### config.mk
export PLATFORM = sky130hd
export DESIGN_NAME = qgi_int_status
export DESIGN_NICKNAME = d
export VERILOG_FILES = /design/src/rtl/qgi_pkg.sv /design/src/rtl/qgi_int_status.sv
export VERILOG_INCLUDE_DIRS = /design/src /design/src/rtl
export SDC_FILE = /design/constraint.sdc
export NUM_CORES = 1
export LEC_CHECK = 0
export ABC_AREA = 1
export BUFFER_PORTS_ARGS = -buffer_cell sky130_fd_sc_hd__buf_2
export CORE_MARGIN = 4
export CORE_UTILIZATION = 48
export DETAILED_ROUTE_END_ITERATION = 16
export GPL_TIMING_DRIVEN = 0
export PLACE_DENSITY = 0.8
export SLEW_MARGIN = 10
export SYNTH_ARGS = -nofsm -noshare
export SYNTH_HDL_FRONTEND = slang
export SYNTH_SLANG_ARGS = --single-unit
### constraint.sdc
create_clock -name sys_clk -period 2.4 [get_ports sys_clk]
set_input_delay 0.48 -clock sys_clk [delete_from_list [all_inputs] [get_ports sys_clk]]
set_output_delay 0.48 -clock sys_clk [all_outputs]
set_load 0.02 [all_outputs]
### src/rtl/qgi_consts.svh
// Constants for the global interrupt status word of the quad UART
`ifndef QGI_CONSTS_SVH
`define QGI_CONSTS_SVH

// Channel count that the status word layout can hold
`define QGI_MAX_CH        4

// Status word sits in the dword at byte offsets 0x080..0x083 (address bits 7:2)
`define QGI_INT_DWORD     6'h20
`define QGI_ADDR_W        8
`define QGI_BYTES         4
`define QGI_BYTE_W        8

// Field layout of the status word
`define QGI_SUM_LSB       0
`define QGI_CODE_LSB      8
`define QGI_CODE_W        3
`define QGI_RSVD_LO_LSB   4
`define QGI_RSVD_LO_W     4
`define QGI_RSVD_HI_LSB   20
`define QGI_RSVD_HI_W     12

// Reset values
`define QGI_STATUS_RST    32'h0000_0000
`define QGI_BYTE_ZERO     8'h00

// Source codes, lower code ranks higher
`define QGI_CODE_NONE     3'h0
`define QGI_CODE_RXDATA   3'h1
`define QGI_CODE_RXTMO    3'h2
`define QGI_CODE_TXEMPTY  3'h3
`define QGI_CODE_MODEM    3'h4
`define QGI_CODE_RSVD     3'h5
`define QGI_CODE_PINS     3'h6
`define QGI_CODE_TIMER    3'h7

`endif

### src/rtl/qgi_pkg.sv
// Types shared by the global interrupt status logic
package qgi_pkg;

	// Source code of one channel field
	typedef logic [2:0] qgi_code_t;

	// Tracking of the all-channels-asleep wake-up condition
	typedef enum logic [2:0]
	{
		QGI_SLP_AWAKE  = 3'b001,
		QGI_SLP_ASLEEP = 3'b010,
		QGI_SLP_WOKE   = 3'b100
	} qgi_sleep_t;

endpackage

### src/rtl/qgi_int_status.sv
// Global interrupt status word: per-channel summary bits and prioritised source codes
//
// Overview of operation
// Summary bit n is one while channel n has a request outstanding.
// Transmitter, receiver, line or modem requests of a channel set its summary bit.
// Summary byte bits 7 to 4 always read zero.
// Summary bit drops once the clearing register read has removed the channel's sources.
// Three-bit source code per channel, channel 0 at bits 10:8, channel 3 at 19:17.
// Status word bits 31 to 20 always read zero.
// Code 1 receive data or line error, 2 receive time-out, 3 transmit empty.
// Code 4 modem, handshake, Xon/Xoff or special character; code 5 never shown.
// Codes 6 pin events and 7 timer appear only in channel 0.
// With several sources pending the lowest code shows; others appear after clearing.
// Summary and all four codes are read together in one dword read.
// Whole status word is zero after reset.
// Waking after all four channels slept raises a host-visible special interrupt.
// Receive data request stays while the FIFO level is at or above trigger.
// Receive time-out request clears only when the receive FIFO is empty.
// Line error request clears on a read of the line status register.
// Transmit ready request clears on a read of the ident register.
// Modem and handshake delta requests clear on a read of the modem status register.
// Xon/Xoff and special character requests clear on a read of the ident register.
// Timer request clears on a read of the timer control register.
// Pin request clears on a read of the pin level register.
// Status bytes sit read-only at offsets 0x080 to 0x083, summary lowest.
`include "qgi_consts.svh"

module qgi_int_status
	import qgi_pkg::*;
#(
	parameter int NUM_CH = `QGI_MAX_CH
)
(
	input  wire logic                     sys_clk,
	input  wire logic                     arst_n,
	input  wire logic                     clkEn,
	input  wire logic [`QGI_ADDR_W-1:0]   regAddr,
	input  wire logic                     regRd,
	input  wire logic [`QGI_BYTES-1:0]    regByteEn,
	output wire logic [31:0]              regRdData,
	output wire logic                     regRdValid,
	output wire logic [31:0]              statusWord,
	input  wire logic [NUM_CH-1:0]        rxAboveTrig,
	input  wire logic [NUM_CH-1:0]        rxFifoEmpty,
	input  wire logic [NUM_CH-1:0]        rxTimeoutEvt,
	input  wire logic [NUM_CH-1:0]        lineErrEvt,
	input  wire logic [NUM_CH-1:0]        txEmptyEvt,
	input  wire logic [NUM_CH-1:0]        modemDeltaEvt,
	input  wire logic [NUM_CH-1:0]        xonSpecialEvt,
	input  wire logic [NUM_CH-1:0]        lineStatusRead,
	input  wire logic [NUM_CH-1:0]        identRead,
	input  wire logic [NUM_CH-1:0]        modemStatusRead,
	input  wire logic                     timerEvt,
	input  wire logic                     timerControlRead,
	input  wire logic                     pinEvt,
	input  wire logic                     pinLevelRead,
	input  wire logic                     allAsleep,
	input  wire logic                     wakeEvt
);

	// Refuse channel counts the 32-bit layout cannot hold
	if (NUM_CH < 1 || NUM_CH > `QGI_MAX_CH)
	begin : g_bad_ch
		$error("qgi_int_status: NUM_CH must be 1 to 4");
	end

	// All state of the block except the two reset synchroniser flip-flops
	typedef struct packed {
		logic [NUM_CH-1:0] lineErr;
		logic [NUM_CH-1:0] rxTimeout;
		logic [NUM_CH-1:0] txEmpty;
		logic [NUM_CH-1:0] modemDelta;
		logic [NUM_CH-1:0] xonSpecial;
		logic              timerPend;
		logic              pinPend;
		qgi_sleep_t        sleepState;
		logic [31:0]       statusWord;
		logic [31:0]       rdData;
		logic              rdValid;
	} qgi_state_t;

	localparam qgi_state_t STATE_RST = '{sleepState: QGI_SLP_AWAKE, default: '0};

	logic       rstMeta_n_r;
	logic       rstSync_n_r;
	qgi_state_t state_r;
	qgi_state_t state_nxt;

	// Priority encoder of one channel's pending sources
	function automatic qgi_code_t srcCode(
		input logic rxData,
		input logic rxTmo,
		input logic txEmp,
		input logic modem,
		input logic pins,
		input logic timer
	);
		if (rxData)
			return `QGI_CODE_RXDATA;
		else if (rxTmo)
			return `QGI_CODE_RXTMO;
		else if (txEmp)
			return `QGI_CODE_TXEMPTY;
		else if (modem)
			return `QGI_CODE_MODEM;
		else if (pins)
			return `QGI_CODE_PINS;
		else if (timer)
			return `QGI_CODE_TIMER;
		else
			return `QGI_CODE_NONE;
	endfunction

	// Reset release through two flip-flops
	always_ff @(posedge sys_clk or negedge arst_n)
	begin
		if (!arst_n)
		begin
			rstMeta_n_r <= 1'b0;
			rstSync_n_r <= 1'b0;
		end
		else
		begin
			rstMeta_n_r <= 1'b1;
			rstSync_n_r <= rstMeta_n_r;
		end
	end

	// Next state: pending flags, wake tracking, status word and read port
	always_comb
	begin
		logic [31:0] status;
		qgi_code_t   code;
		logic        woke;
		status = `QGI_STATUS_RST;
		code = `QGI_CODE_NONE;
		woke = 1'b0;
		state_nxt = state_r;
		state_nxt.rdValid = 1'b0;

		// Sticky source flags, a new event wins over a clearing read
		for (int i = 0; i < NUM_CH; i++)
		begin
			state_nxt.lineErr[i]    = lineErrEvt[i] | (state_r.lineErr[i] & ~lineStatusRead[i]);
			state_nxt.rxTimeout[i]  = rxTimeoutEvt[i] | (state_r.rxTimeout[i] & ~rxFifoEmpty[i]);
			state_nxt.txEmpty[i]    = txEmptyEvt[i] | (state_r.txEmpty[i] & ~identRead[i]);
			state_nxt.modemDelta[i] = modemDeltaEvt[i] | (state_r.modemDelta[i] & ~modemStatusRead[i]);
			state_nxt.xonSpecial[i] = xonSpecialEvt[i] | (state_r.xonSpecial[i] & ~identRead[i]);
		end

		// Device-level sources kept for channel 0
		state_nxt.timerPend = timerEvt | (state_r.timerPend & ~timerControlRead);
		state_nxt.pinPend   = pinEvt | (state_r.pinPend & ~pinLevelRead);

		// Wake-up after all channels slept, cleared by channel 0 ident read
		case (state_r.sleepState)
			QGI_SLP_AWAKE:
			begin
				if (allAsleep)
					state_nxt.sleepState = QGI_SLP_ASLEEP;
			end
			QGI_SLP_ASLEEP:
			begin
				if (wakeEvt)
					state_nxt.sleepState = QGI_SLP_WOKE;
				else if (!allAsleep)
					state_nxt.sleepState = QGI_SLP_AWAKE;
			end
			QGI_SLP_WOKE:
			begin
				if (identRead[0])
					state_nxt.sleepState = QGI_SLP_AWAKE;
			end
			default:
			begin
				state_nxt.sleepState = QGI_SLP_AWAKE;
			end
		endcase
		woke = (state_r.sleepState == QGI_SLP_WOKE);

		// Assemble summary byte and source codes, reserved bits stay zero
		for (int i = 0; i < NUM_CH; i++)
		begin
			code = srcCode(rxAboveTrig[i] | state_r.lineErr[i],
				state_r.rxTimeout[i],
				state_r.txEmpty[i],
				state_r.modemDelta[i] | state_r.xonSpecial[i],
				(i == 0) ? state_r.pinPend : 1'b0,
				(i == 0) ? state_r.timerPend : 1'b0);
			status[`QGI_CODE_LSB + i * `QGI_CODE_W +: `QGI_CODE_W] = code;
			status[`QGI_SUM_LSB + i] = (code != `QGI_CODE_NONE) | ((i == 0) & woke);
		end
		state_nxt.statusWord = status;

		// Read port: dword at 0x080, byte lanes by enable, other addresses read zero
		if (regRd)
		begin
			state_nxt.rdValid = 1'b1;
			for (int b = 0; b < `QGI_BYTES; b++)
			begin
				if (regByteEn[b] && regAddr[`QGI_ADDR_W-1:2] == `QGI_INT_DWORD)
					state_nxt.rdData[b * `QGI_BYTE_W +: `QGI_BYTE_W] =
						state_r.statusWord[b * `QGI_BYTE_W +: `QGI_BYTE_W];
				else
					state_nxt.rdData[b * `QGI_BYTE_W +: `QGI_BYTE_W] = `QGI_BYTE_ZERO;
			end
		end
	end

	// State register, frozen while the clock enable is low
	always_ff @(posedge sys_clk or negedge rstSync_n_r)
	begin
		if (!rstSync_n_r)
			state_r <= STATE_RST;
		else if (clkEn)
			state_r <= state_nxt;
	end

	// Outputs straight from the state register
	assign regRdData  = state_r.rdData;
	assign regRdValid = state_r.rdValid;
	assign statusWord = state_r.statusWord;
endmodule // qgi_int_status

==> flow_summary.ini, run 1 <==
[status]
outcome = complete, no violations

[grt]
grt_max_degree = 39
track_usage_pct = 18.1
grt-ovfl-total = 0
grt_pass1_wl_um = 10700
antenna_found_initial = 0
grt_pass1_vias = 2369

[floorplanning]
core.rowCount = 28
dieArea_mm2 = 0.00777
die_h_um = 88.2
core_area_mm2 = 0.00606
io_pins = 127
initial_core_util_pct = 50.9
fp.dieW_um = 88.2

[synthesis]
synth_edf_count = 0
syn-instance-count = 350
seq_area_frac_synth_pct = 48.7
synth_most_common_cell = nand2_1
syn_area_per_cell_um2 = 8.81
syn-cell-area_mm2 = 0.00308
synth_top_cell_by_area = dfrtp_1
synth_ff_type = dfrtp_1
synth_area_leaders = dfrtp_1 48%, buf_4 16%, nand2_1 11%, a22o_1 4.3%, nand3_1 3.7%
ys_warn_count = 0
synth-async-reset-ratio_pct = 100
ys_top_cells_by_count = 94 x nand2_1, 66 x buf_4, 59 x dfrtp_1
synth_seq_cells = 60
yosys.cell_types.count = 28
yosys.area.top_type_share_pct = 47.9

[cells_and_area]
syn_to_final_growth_pct = 27.9
num_antenna_cells = 0
drive_gt1_share_pct = 38.8
nNetsFinal = 547

[drt]
vias = 2529
drc = 0
wl_um = 6760
via_per_inst = 4.48
drtPass1Iterations = 4
drt_iter0_markers = 72
antenna_left = 0
wl_per_cell_um = 12.0

[placed_design]
dpl.hpwl_um = 5360
port_buffers = 91
routabilityCongestion = 0.770

[clock_network]
root_buffer = clkbuf_8
cts_tree = yes
cts.sink_count = 60
clk_path_buf_depth = 2
cts_buffers = 9
clock_latency_ns = 0.32
hold_buffers = 1
clk_pin_slew_ns = 0.07
post_cts_buffers = 0
cts_resized = 0
htreeDepth = 3

[run]
maxCapViolCount = 0

[critical_path]
cp-end-kind = output pin
critical_path_class = flip-flop to output pin
cp-start-kind = flip-flop
cp_data_arrival_time_ns = 1.03
r2r_slack_ns = 1.16
rr_worst_depth = 7
timing.rr.end = state_r[66]
crit_fanout = 3
required_ns = 1.92
r2r-start = state_r[65]

[timing]
max_freq_mhz = 664
rsz0062_at_grt = no
slew_violations = 0
finalCritPeriodShare_pct = 62.7
setup_violations = 0
fin_crit_ns = 1.51
hold_violations = 0
tns_ns = 0
clock_skew_ns = 0.00941

[worst_hold_path]
hp-class = flip-flop to async pin

[pwr]
p_per_area_mw_per_mm2 = 617
leakagePower_nw = 2.28
p_total_mw = 2.43
irDropWorstVdd_mv = 0.393
==> stage by stage <==
step / hold WS (ns) / utilization (%) / std cells / instance area (um^2) / setup WS [ns]
2_1_floorplan: 0.184 / - / 381 / 3200 / 0.608
3_3_place_gp: 0.265 / 61.9 / 547 / 3750 / 0.0321
3_5_place_dp: 0.243 / 62.2 / 548 / 3770 / 1.01
4_1_cts: 0.250 / 65.1 / 565 / 3940 / 0.870
5_1_grt: 0.271 / 65.1 / 565 / 3940 / 0.848
6_report: 0.232 / 65.1 / 565 / 3940 / 0.894
==> state kept, by name, summed over array words and instances, names as in the netlist <==
signal       cells
state_r         25
regRdData       16
statusWord      16
regRdValid       1
rstMeta_n_r      1
rstSync_n_r      1
==> worst max path at each step <==
stage / from / to / slack [ns] / depth (start not counted)
after floorplan: rstSync_n_r / regRdData[0] / 0.61 / 0
after global placement: rstSync_n_r / regRdData[8] / 0.03 / 0
after detailed placement: regAddr[3] / regRdData[12] / 1.01 / 6
after CTS: statusWord[1] / statusWord[1] / 0.87 / 2
after global routing: statusWord[2] / statusWord[2] / 0.85 / 2
final: statusWord[1] / statusWord[1] / 0.89 / 2
==> layout make-up <==
type,instances,area [um^2]
inverters,20,77.6
plain buffers,73,556
multi-input cells,228,1060
flip-flops and latches,60,1500
well taps,75,93.8
clock buffers,14,153
clock inverters,2,10.0
repair buffers,93,485
fillers,556,2120
==> cells in the final DEF (no fill, tap or decap) <==
cell / n
nand2_2: 2
buf_2: 94
clkbuf_1: 4
a22o_1: 15
clkbuf_8: 10
dfrtp_1: 58
nand2_1: 94
nor2_1: 25
nand4_1: 1
clkinv_2: 2
nand3_1: 23
o21ai_1: 1
nor3_1: 1
inv_1: 19
dlygate4sd3_1: 1
conb_1: 33
buf_4: 66
o21ai_0: 14
dfstp_2: 1
o31ai_1: 1
a21oi_1: 2
buf_6: 4
inv_4: 1
nand4_2: 1
nor2_4: 2
nor3_2: 1
dfrtp_2: 1
o22a_1: 3
o21a_1: 2
nand3b_1: 1
a31oi_1: 1
buf_12: 1
and2_1: 1
nor2_2: 4
==> layer usage <==
| layer | global-route usage, % | vias to the layer above | wire (um) |
|---|---|---|---|
| li1 | - | 1300 | - |
| met1 | 23.4 | 1126 | 2900 |
| met2 | 29.6 | 92 | 3180 |
| met3 | 3.86 | 11 | 556 |
| met4 | 7.42 | 0 | 120 |
| met5 | 0 | - | 0 |
==> worst max-delay path, cell delays in order (launching register included) <==
cell     delay, ns
dfrtp_1       0.42
buf_4         0.14
buf_2         0.15
==> power breakdown <==
| part | internal, mW | switching [mW] |
|---|---|---|
| clock network | 0.401 | 0.357 |
| registers | 1.11 | 0.0792 |
| logic | 0.219 | 0.271 |
| total | 1.73 | 0.708 |
==> cells by family after synthesis <==
family	Yosys count	synth area share [%]
AOI/OAI and AO/OA	39	8.80
buffers and inverters	93	20.5
DFF	60	48.7
other	2	0.243
and+or+nand+nor	156	21.7
Note: power is estimated with default switching activity, not from simulation.
==> inputs of run 2 (changes only) <==
clock period = 1.4 ns   (was 2.4 ns; I/O delays follow)
==> run 2 against run 1 <==
Effect of this change:
- critical path depth unchanged
- count of clock-buffer cells in the layout up 2
- combinational power up 67%
- hold slack worse by 0.081 ns
- power up 80%
- sequential cell count unchanged
- sequential share of layout area down 0.13 points
- sequential power up 74%
- non-clock buffer count down 1
- core utilization up 0.33 points
- wire length up 0.75%
- largest power group unchanged
- highest routed layer unchanged
==> flow_summary.ini, run 2 (same netlist as run 1, synthesis figures left out) <==
[drt]
drtPass1Iterations = 4
wl_per_cell_um = 12.1
drc = 0
drt_iter0_markers = 99
wl_um = 6810
antenna_left = 0
vias = 2504
via_per_inst = 4.44

[pwr]
p_total_mw = 4.38
leakagePower_nw = 2.28
irDropWorstVdd_mv = 0.580
p_per_area_mw_per_mm2 = 1110

[floorplanning]
die_h_um = 88.2
dieArea_mm2 = 0.00777
initial_core_util_pct = 50.9
fp.dieW_um = 88.2
core_area_mm2 = 0.00606
core.rowCount = 28
io_pins = 127

[placed_design]
post-place-ws_ns = 0.0159
dpl.cell_count = 547
port_buffers = 91
dpl.hpwl_um = 5240
routabilityCongestion = 0.772

[cells_and_area]
nNetsFinal = 546
top_register = state_r
num_antenna_cells = 0
final_cell_mix = 94 x buf_2, 94 x nand2_1, 66 x buf_4
drive_gt1_share_pct = 39.1
final_cells = 564
largest_reg_flops = 25
syn_to_final_growth_pct = 28.5

[timing]
hold_violations = 0
clock_skew_ns = 0.00455
slew_violations = 0
max_freq_mhz = 762
rsz0062_at_grt = no
finalCritPeriodShare_pct = 93.7
setup_slack_ns = 0.0883
setup_violations = 0
relSlewSlack_pct = 51.8
tightest_slew_ns = 0.722
tns_ns = 0
fin_crit_ns = 1.31

[grt]
antenna_found_initial = 0
met1_usage_pct = 22.9
use_met2_pct = 29.4
grt.met3_usage_pct = 3.29
grt_pass1_wl_um = 10600
grt.busiest_layer = met2
grt_pass1_vias = 2319
grt_max_degree = 59
grt-ovfl-total = 0
track_usage_pct = 17.9

[critical_path]
critical_path_class = flip-flop to output pin
cp-end-kind = output pin
rr_worst_depth = 7
cp-start-kind = flip-flop
crit_fanout = 3
required_ns = 1.12
cp_data_arrival_time_ns = 1.03
r2r_slack_ns = 0.17

[clock_network]
clk_path_buf_depth = 2
post_cts_buffers = 0
cts_tree = yes
root_buffer = clkbuf_8
htreeDepth = 3
clk_pin_slew_ns = 0.06
clock_latency_ns = 0.33
cts_buffers = 9
cts.sink_count = 60

[status]
outcome = complete, no violations

[run]
maxCapViolCount = 0

[worst_hold_path]
holdPathStages = 3
hp-class = input port to flip-flop
## run 2: cell count changes in the layout (fill, tap and decap cells not counted), sizes merged
cell / before / now
clkbuf: 14 / 16
buf: 165 / 164
clkinv: 2 / 0
## run 2: layout make-up
class / count / area, um^2
repair buffers: 92 / 465
inverters: 20 / 77.6
multi-input cells: 228 / 1060
plain buffers: 73 / 556
well taps: 75 / 93.8
flip-flops and latches: 60 / 1510
fillers: 520 / 2100
clock buffers: 16 / 200
## run 2: power breakdown
| part | total, mW | internal, mW | switching, mW | leakage, nW |
|---|---|---|---|---|
| registers | 2.05 | 1.90 | 0.153 | 0.727 |
| clock network | 1.51 | 0.888 | 0.623 | 0.103 |
| logic | 0.822 | 0.371 | 0.451 | 1.45 |
## run 2: worst max-delay path, cell delays in order, from the launching register on
cell	delay [ns]
dfrtp_1	0.42
buf_4	0.14
buf_2	0.15
## run 2: metrics by stage
step           util [%]  instance area [um^2]  hold WS, ns
6_report           65.4                  3960        0.151
5_1_grt            65.4                  3960        0.160
3_5_place_dp       61.9                  3750       0.0706
3_3_place_gp       61.9                  3750       0.0646
4_1_cts            65.4                  3960        0.136
2_1_floorplan         -                  3200      -0.0156
## run 2: what timing repair did
action                                  4_1_cts  5_1_grt
resized for setup                             0        0
endpoints found under the setup margin        0        0
endpoints found under the hold margin         2        0
hold buffers                                  1        0
## run 2: final timing paths
check | start | end
setup / recovery | statusWord[1] | statusWord[1]
hold / removal | txEmptyEvt[1] | state_r[79]
setup reg to reg | state_r[65] | state_r[66]
hold reg to reg | rstMeta_n_r | rstSync_n_r
max in group asynchronous | rstSync_n_r | regRdData[10]
min in group asynchronous | arst_n | rstMeta_n_r
## run 2: per-layer routing
layer  part of all wire (%)  routed length [um]  vias up
li1                       -                   -     1294
met1                     43                2940     1117
met2                     47                3230       83
met3                    7.6                 515       10
met4                    1.8                 121        0
met5                      0                   0        -
==> inputs of run 3 (changes only) <==
CORE_UTILIZATION = 46   (was 48)
PLACE_DENSITY = 0.77   (was 0.8)
==> run 3 against run 2 <==
Effect of this change:
- sequential power barely moved
- largest cell class unchanged
- fmax is 1.4% lower
- wire length shrank 0.87%
- non-clock buffer count did not move
- core utilization is 3.6 points lower
- combinational power is 0.9% lower
- critical endpoint unchanged
==> flow_summary.ini, run 3 (same netlist as run 1, synthesis figures left out) <==
[status]
outcome = complete, no violations

[drt]
via_per_inst = 4.36
drc = 0
drt_iter0_markers = 93
drtPass1Iterations = 4
antenna_left = 0
wl_per_cell_um = 11.9
wl_um = 6750
vias = 2469

[clock_network]
htreeDepth = 3
clk_pin_slew_ns = 0.07
clk_path_buf_depth = 2
cts.sink_count = 60
cts_tree = yes
root_buffer = clkbuf_8
clock_latency_ns = 0.32
cts_buffers = 9

[timing]
finalCritPeriodShare_pct = 95.0
relSlewSlack_pct = 50.6
fin_crit_ns = 1.33
setup_violations = 0
slew_violations = 0
tightest_slew_ns = 0.741
clock_skew_ns = 0.00705
whs_ns = 0.147
rsz0062_at_grt = no
hold_violations = 0
max_freq_mhz = 752

[critical_path]
cp-start-kind = flip-flop
cp-end-kind = output pin
r2r_slack_ns = 0.16
cp_data_arrival_time_ns = 1.05
crit_fanout = 3
critical_path_class = flip-flop to output pin
required_ns = 1.12

[grt]
grt-ovfl-total = 0
track_usage_pct = 17.2
antenna_found_initial = 0
grt_max_degree = 59
grt_pass1_vias = 2446
grt_pass1_wl_um = 11300

[cells_and_area]
nFillCells = 556
drive_gt1_share_pct = 39.3
largest_reg_flops = 25
final_cell_mix = 94 x buf_2, 94 x nand2_1, 66 x buf_4
syn_to_final_growth_pct = 28.7
finalCoreUtilization_pct = 61.8
top_register = state_r
nNetsFinal = 546
num_antenna_cells = 0

[run]
maxCapViolCount = 0

[floorplanning]
core_area_mm2 = 0.00642
initial_core_util_pct = 48.0
io_pins = 127
dieArea_mm2 = 0.00808
die_h_um = 89.9
fp.dieW_um = 89.9
core.rowCount = 29

[pwr]
irDropWorstVdd_mv = 0.608
p_per_area_mw_per_mm2 = 1110
p_total_mw = 4.42
leakagePower_nw = 2.28

[placed_design]
port_buffers = 91
dpl.hpwl_um = 5200
routabilityCongestion = 0.782

[worst_hold_path]
hp-class = input port to flip-flop
-- run 3: area by class of cell --
class / instances / area [um^2] / share of cell area, %
multi-input cells: 228 / 1060 / 26.8
well taps: 77 / 96.3 / 2.43
clock inverters: 4 / 47.5 / 1.20
flip-flops and latches: 60 / 1510 / 38.0
clock buffers: 12 / 155 / 3.91
repair buffers: 92 / 465 / 11.7
plain buffers: 73 / 556 / 14.0
inverters: 20 / 77.6 / 1.95
-- run 3: where the power goes --
part           switching [mW]  internal [mW]  total (mW)  leakage (nW)
Combinational           0.445          0.370       0.815          1.45
Sequential              0.148           1.89        2.04         0.727
Clock                   0.649          0.914        1.56         0.102
-- run 3: final timing paths --
kind                       depth (start not counted)            end           from
max in group asynchronous                          0  regRdData[12]    rstSync_n_r
setup / recovery                                   2  statusWord[1]  statusWord[1]
min in group asynchronous                          2    rstSync_n_r         arst_n
hold / removal                                     3    state_r[79]  txEmptyEvt[1]
setup reg to reg                                   7    state_r[67]    state_r[65]
hold reg to reg                                    0    rstSync_n_r    rstMeta_n_r
-- run 3: timing repair --
item,in CTS,in global routing
hold endpoints to repair,2,0
gates resized for setup,1,0
hold buffers,1,0
buffers inserted,0,0
setup endpoints to repair,57,0
-- run 3: metrics by stage --
step                      setup TNS (ns)  area (um^2)  setup WS [ns]  cells
after floorplan                        0         3200          0.260    381
after global placement                 0         3750         0.0483    549
after detailed placement          -0.198         3750       -0.00552    549
after CTS                              0         3970         0.0547    566
after global routing                   0         3970         0.0281    566
final                                  0         3970         0.0703    566
-- run 3: layer usage --
metal	global-route usage, %	part of all wire, %	vias up
met2	28.4	46	88
met3	5.26	8.3	7
met4	7.02	1.3	0
met5	0	0	-
met1	20.9	44	1080
li1	-	-	1294
-- run 3: worst max-delay path, cell delays in order, from the launching register on --
cell,delay (ns)
dfrtp_1,0.43
buf_4,0.15
buf_2,0.15
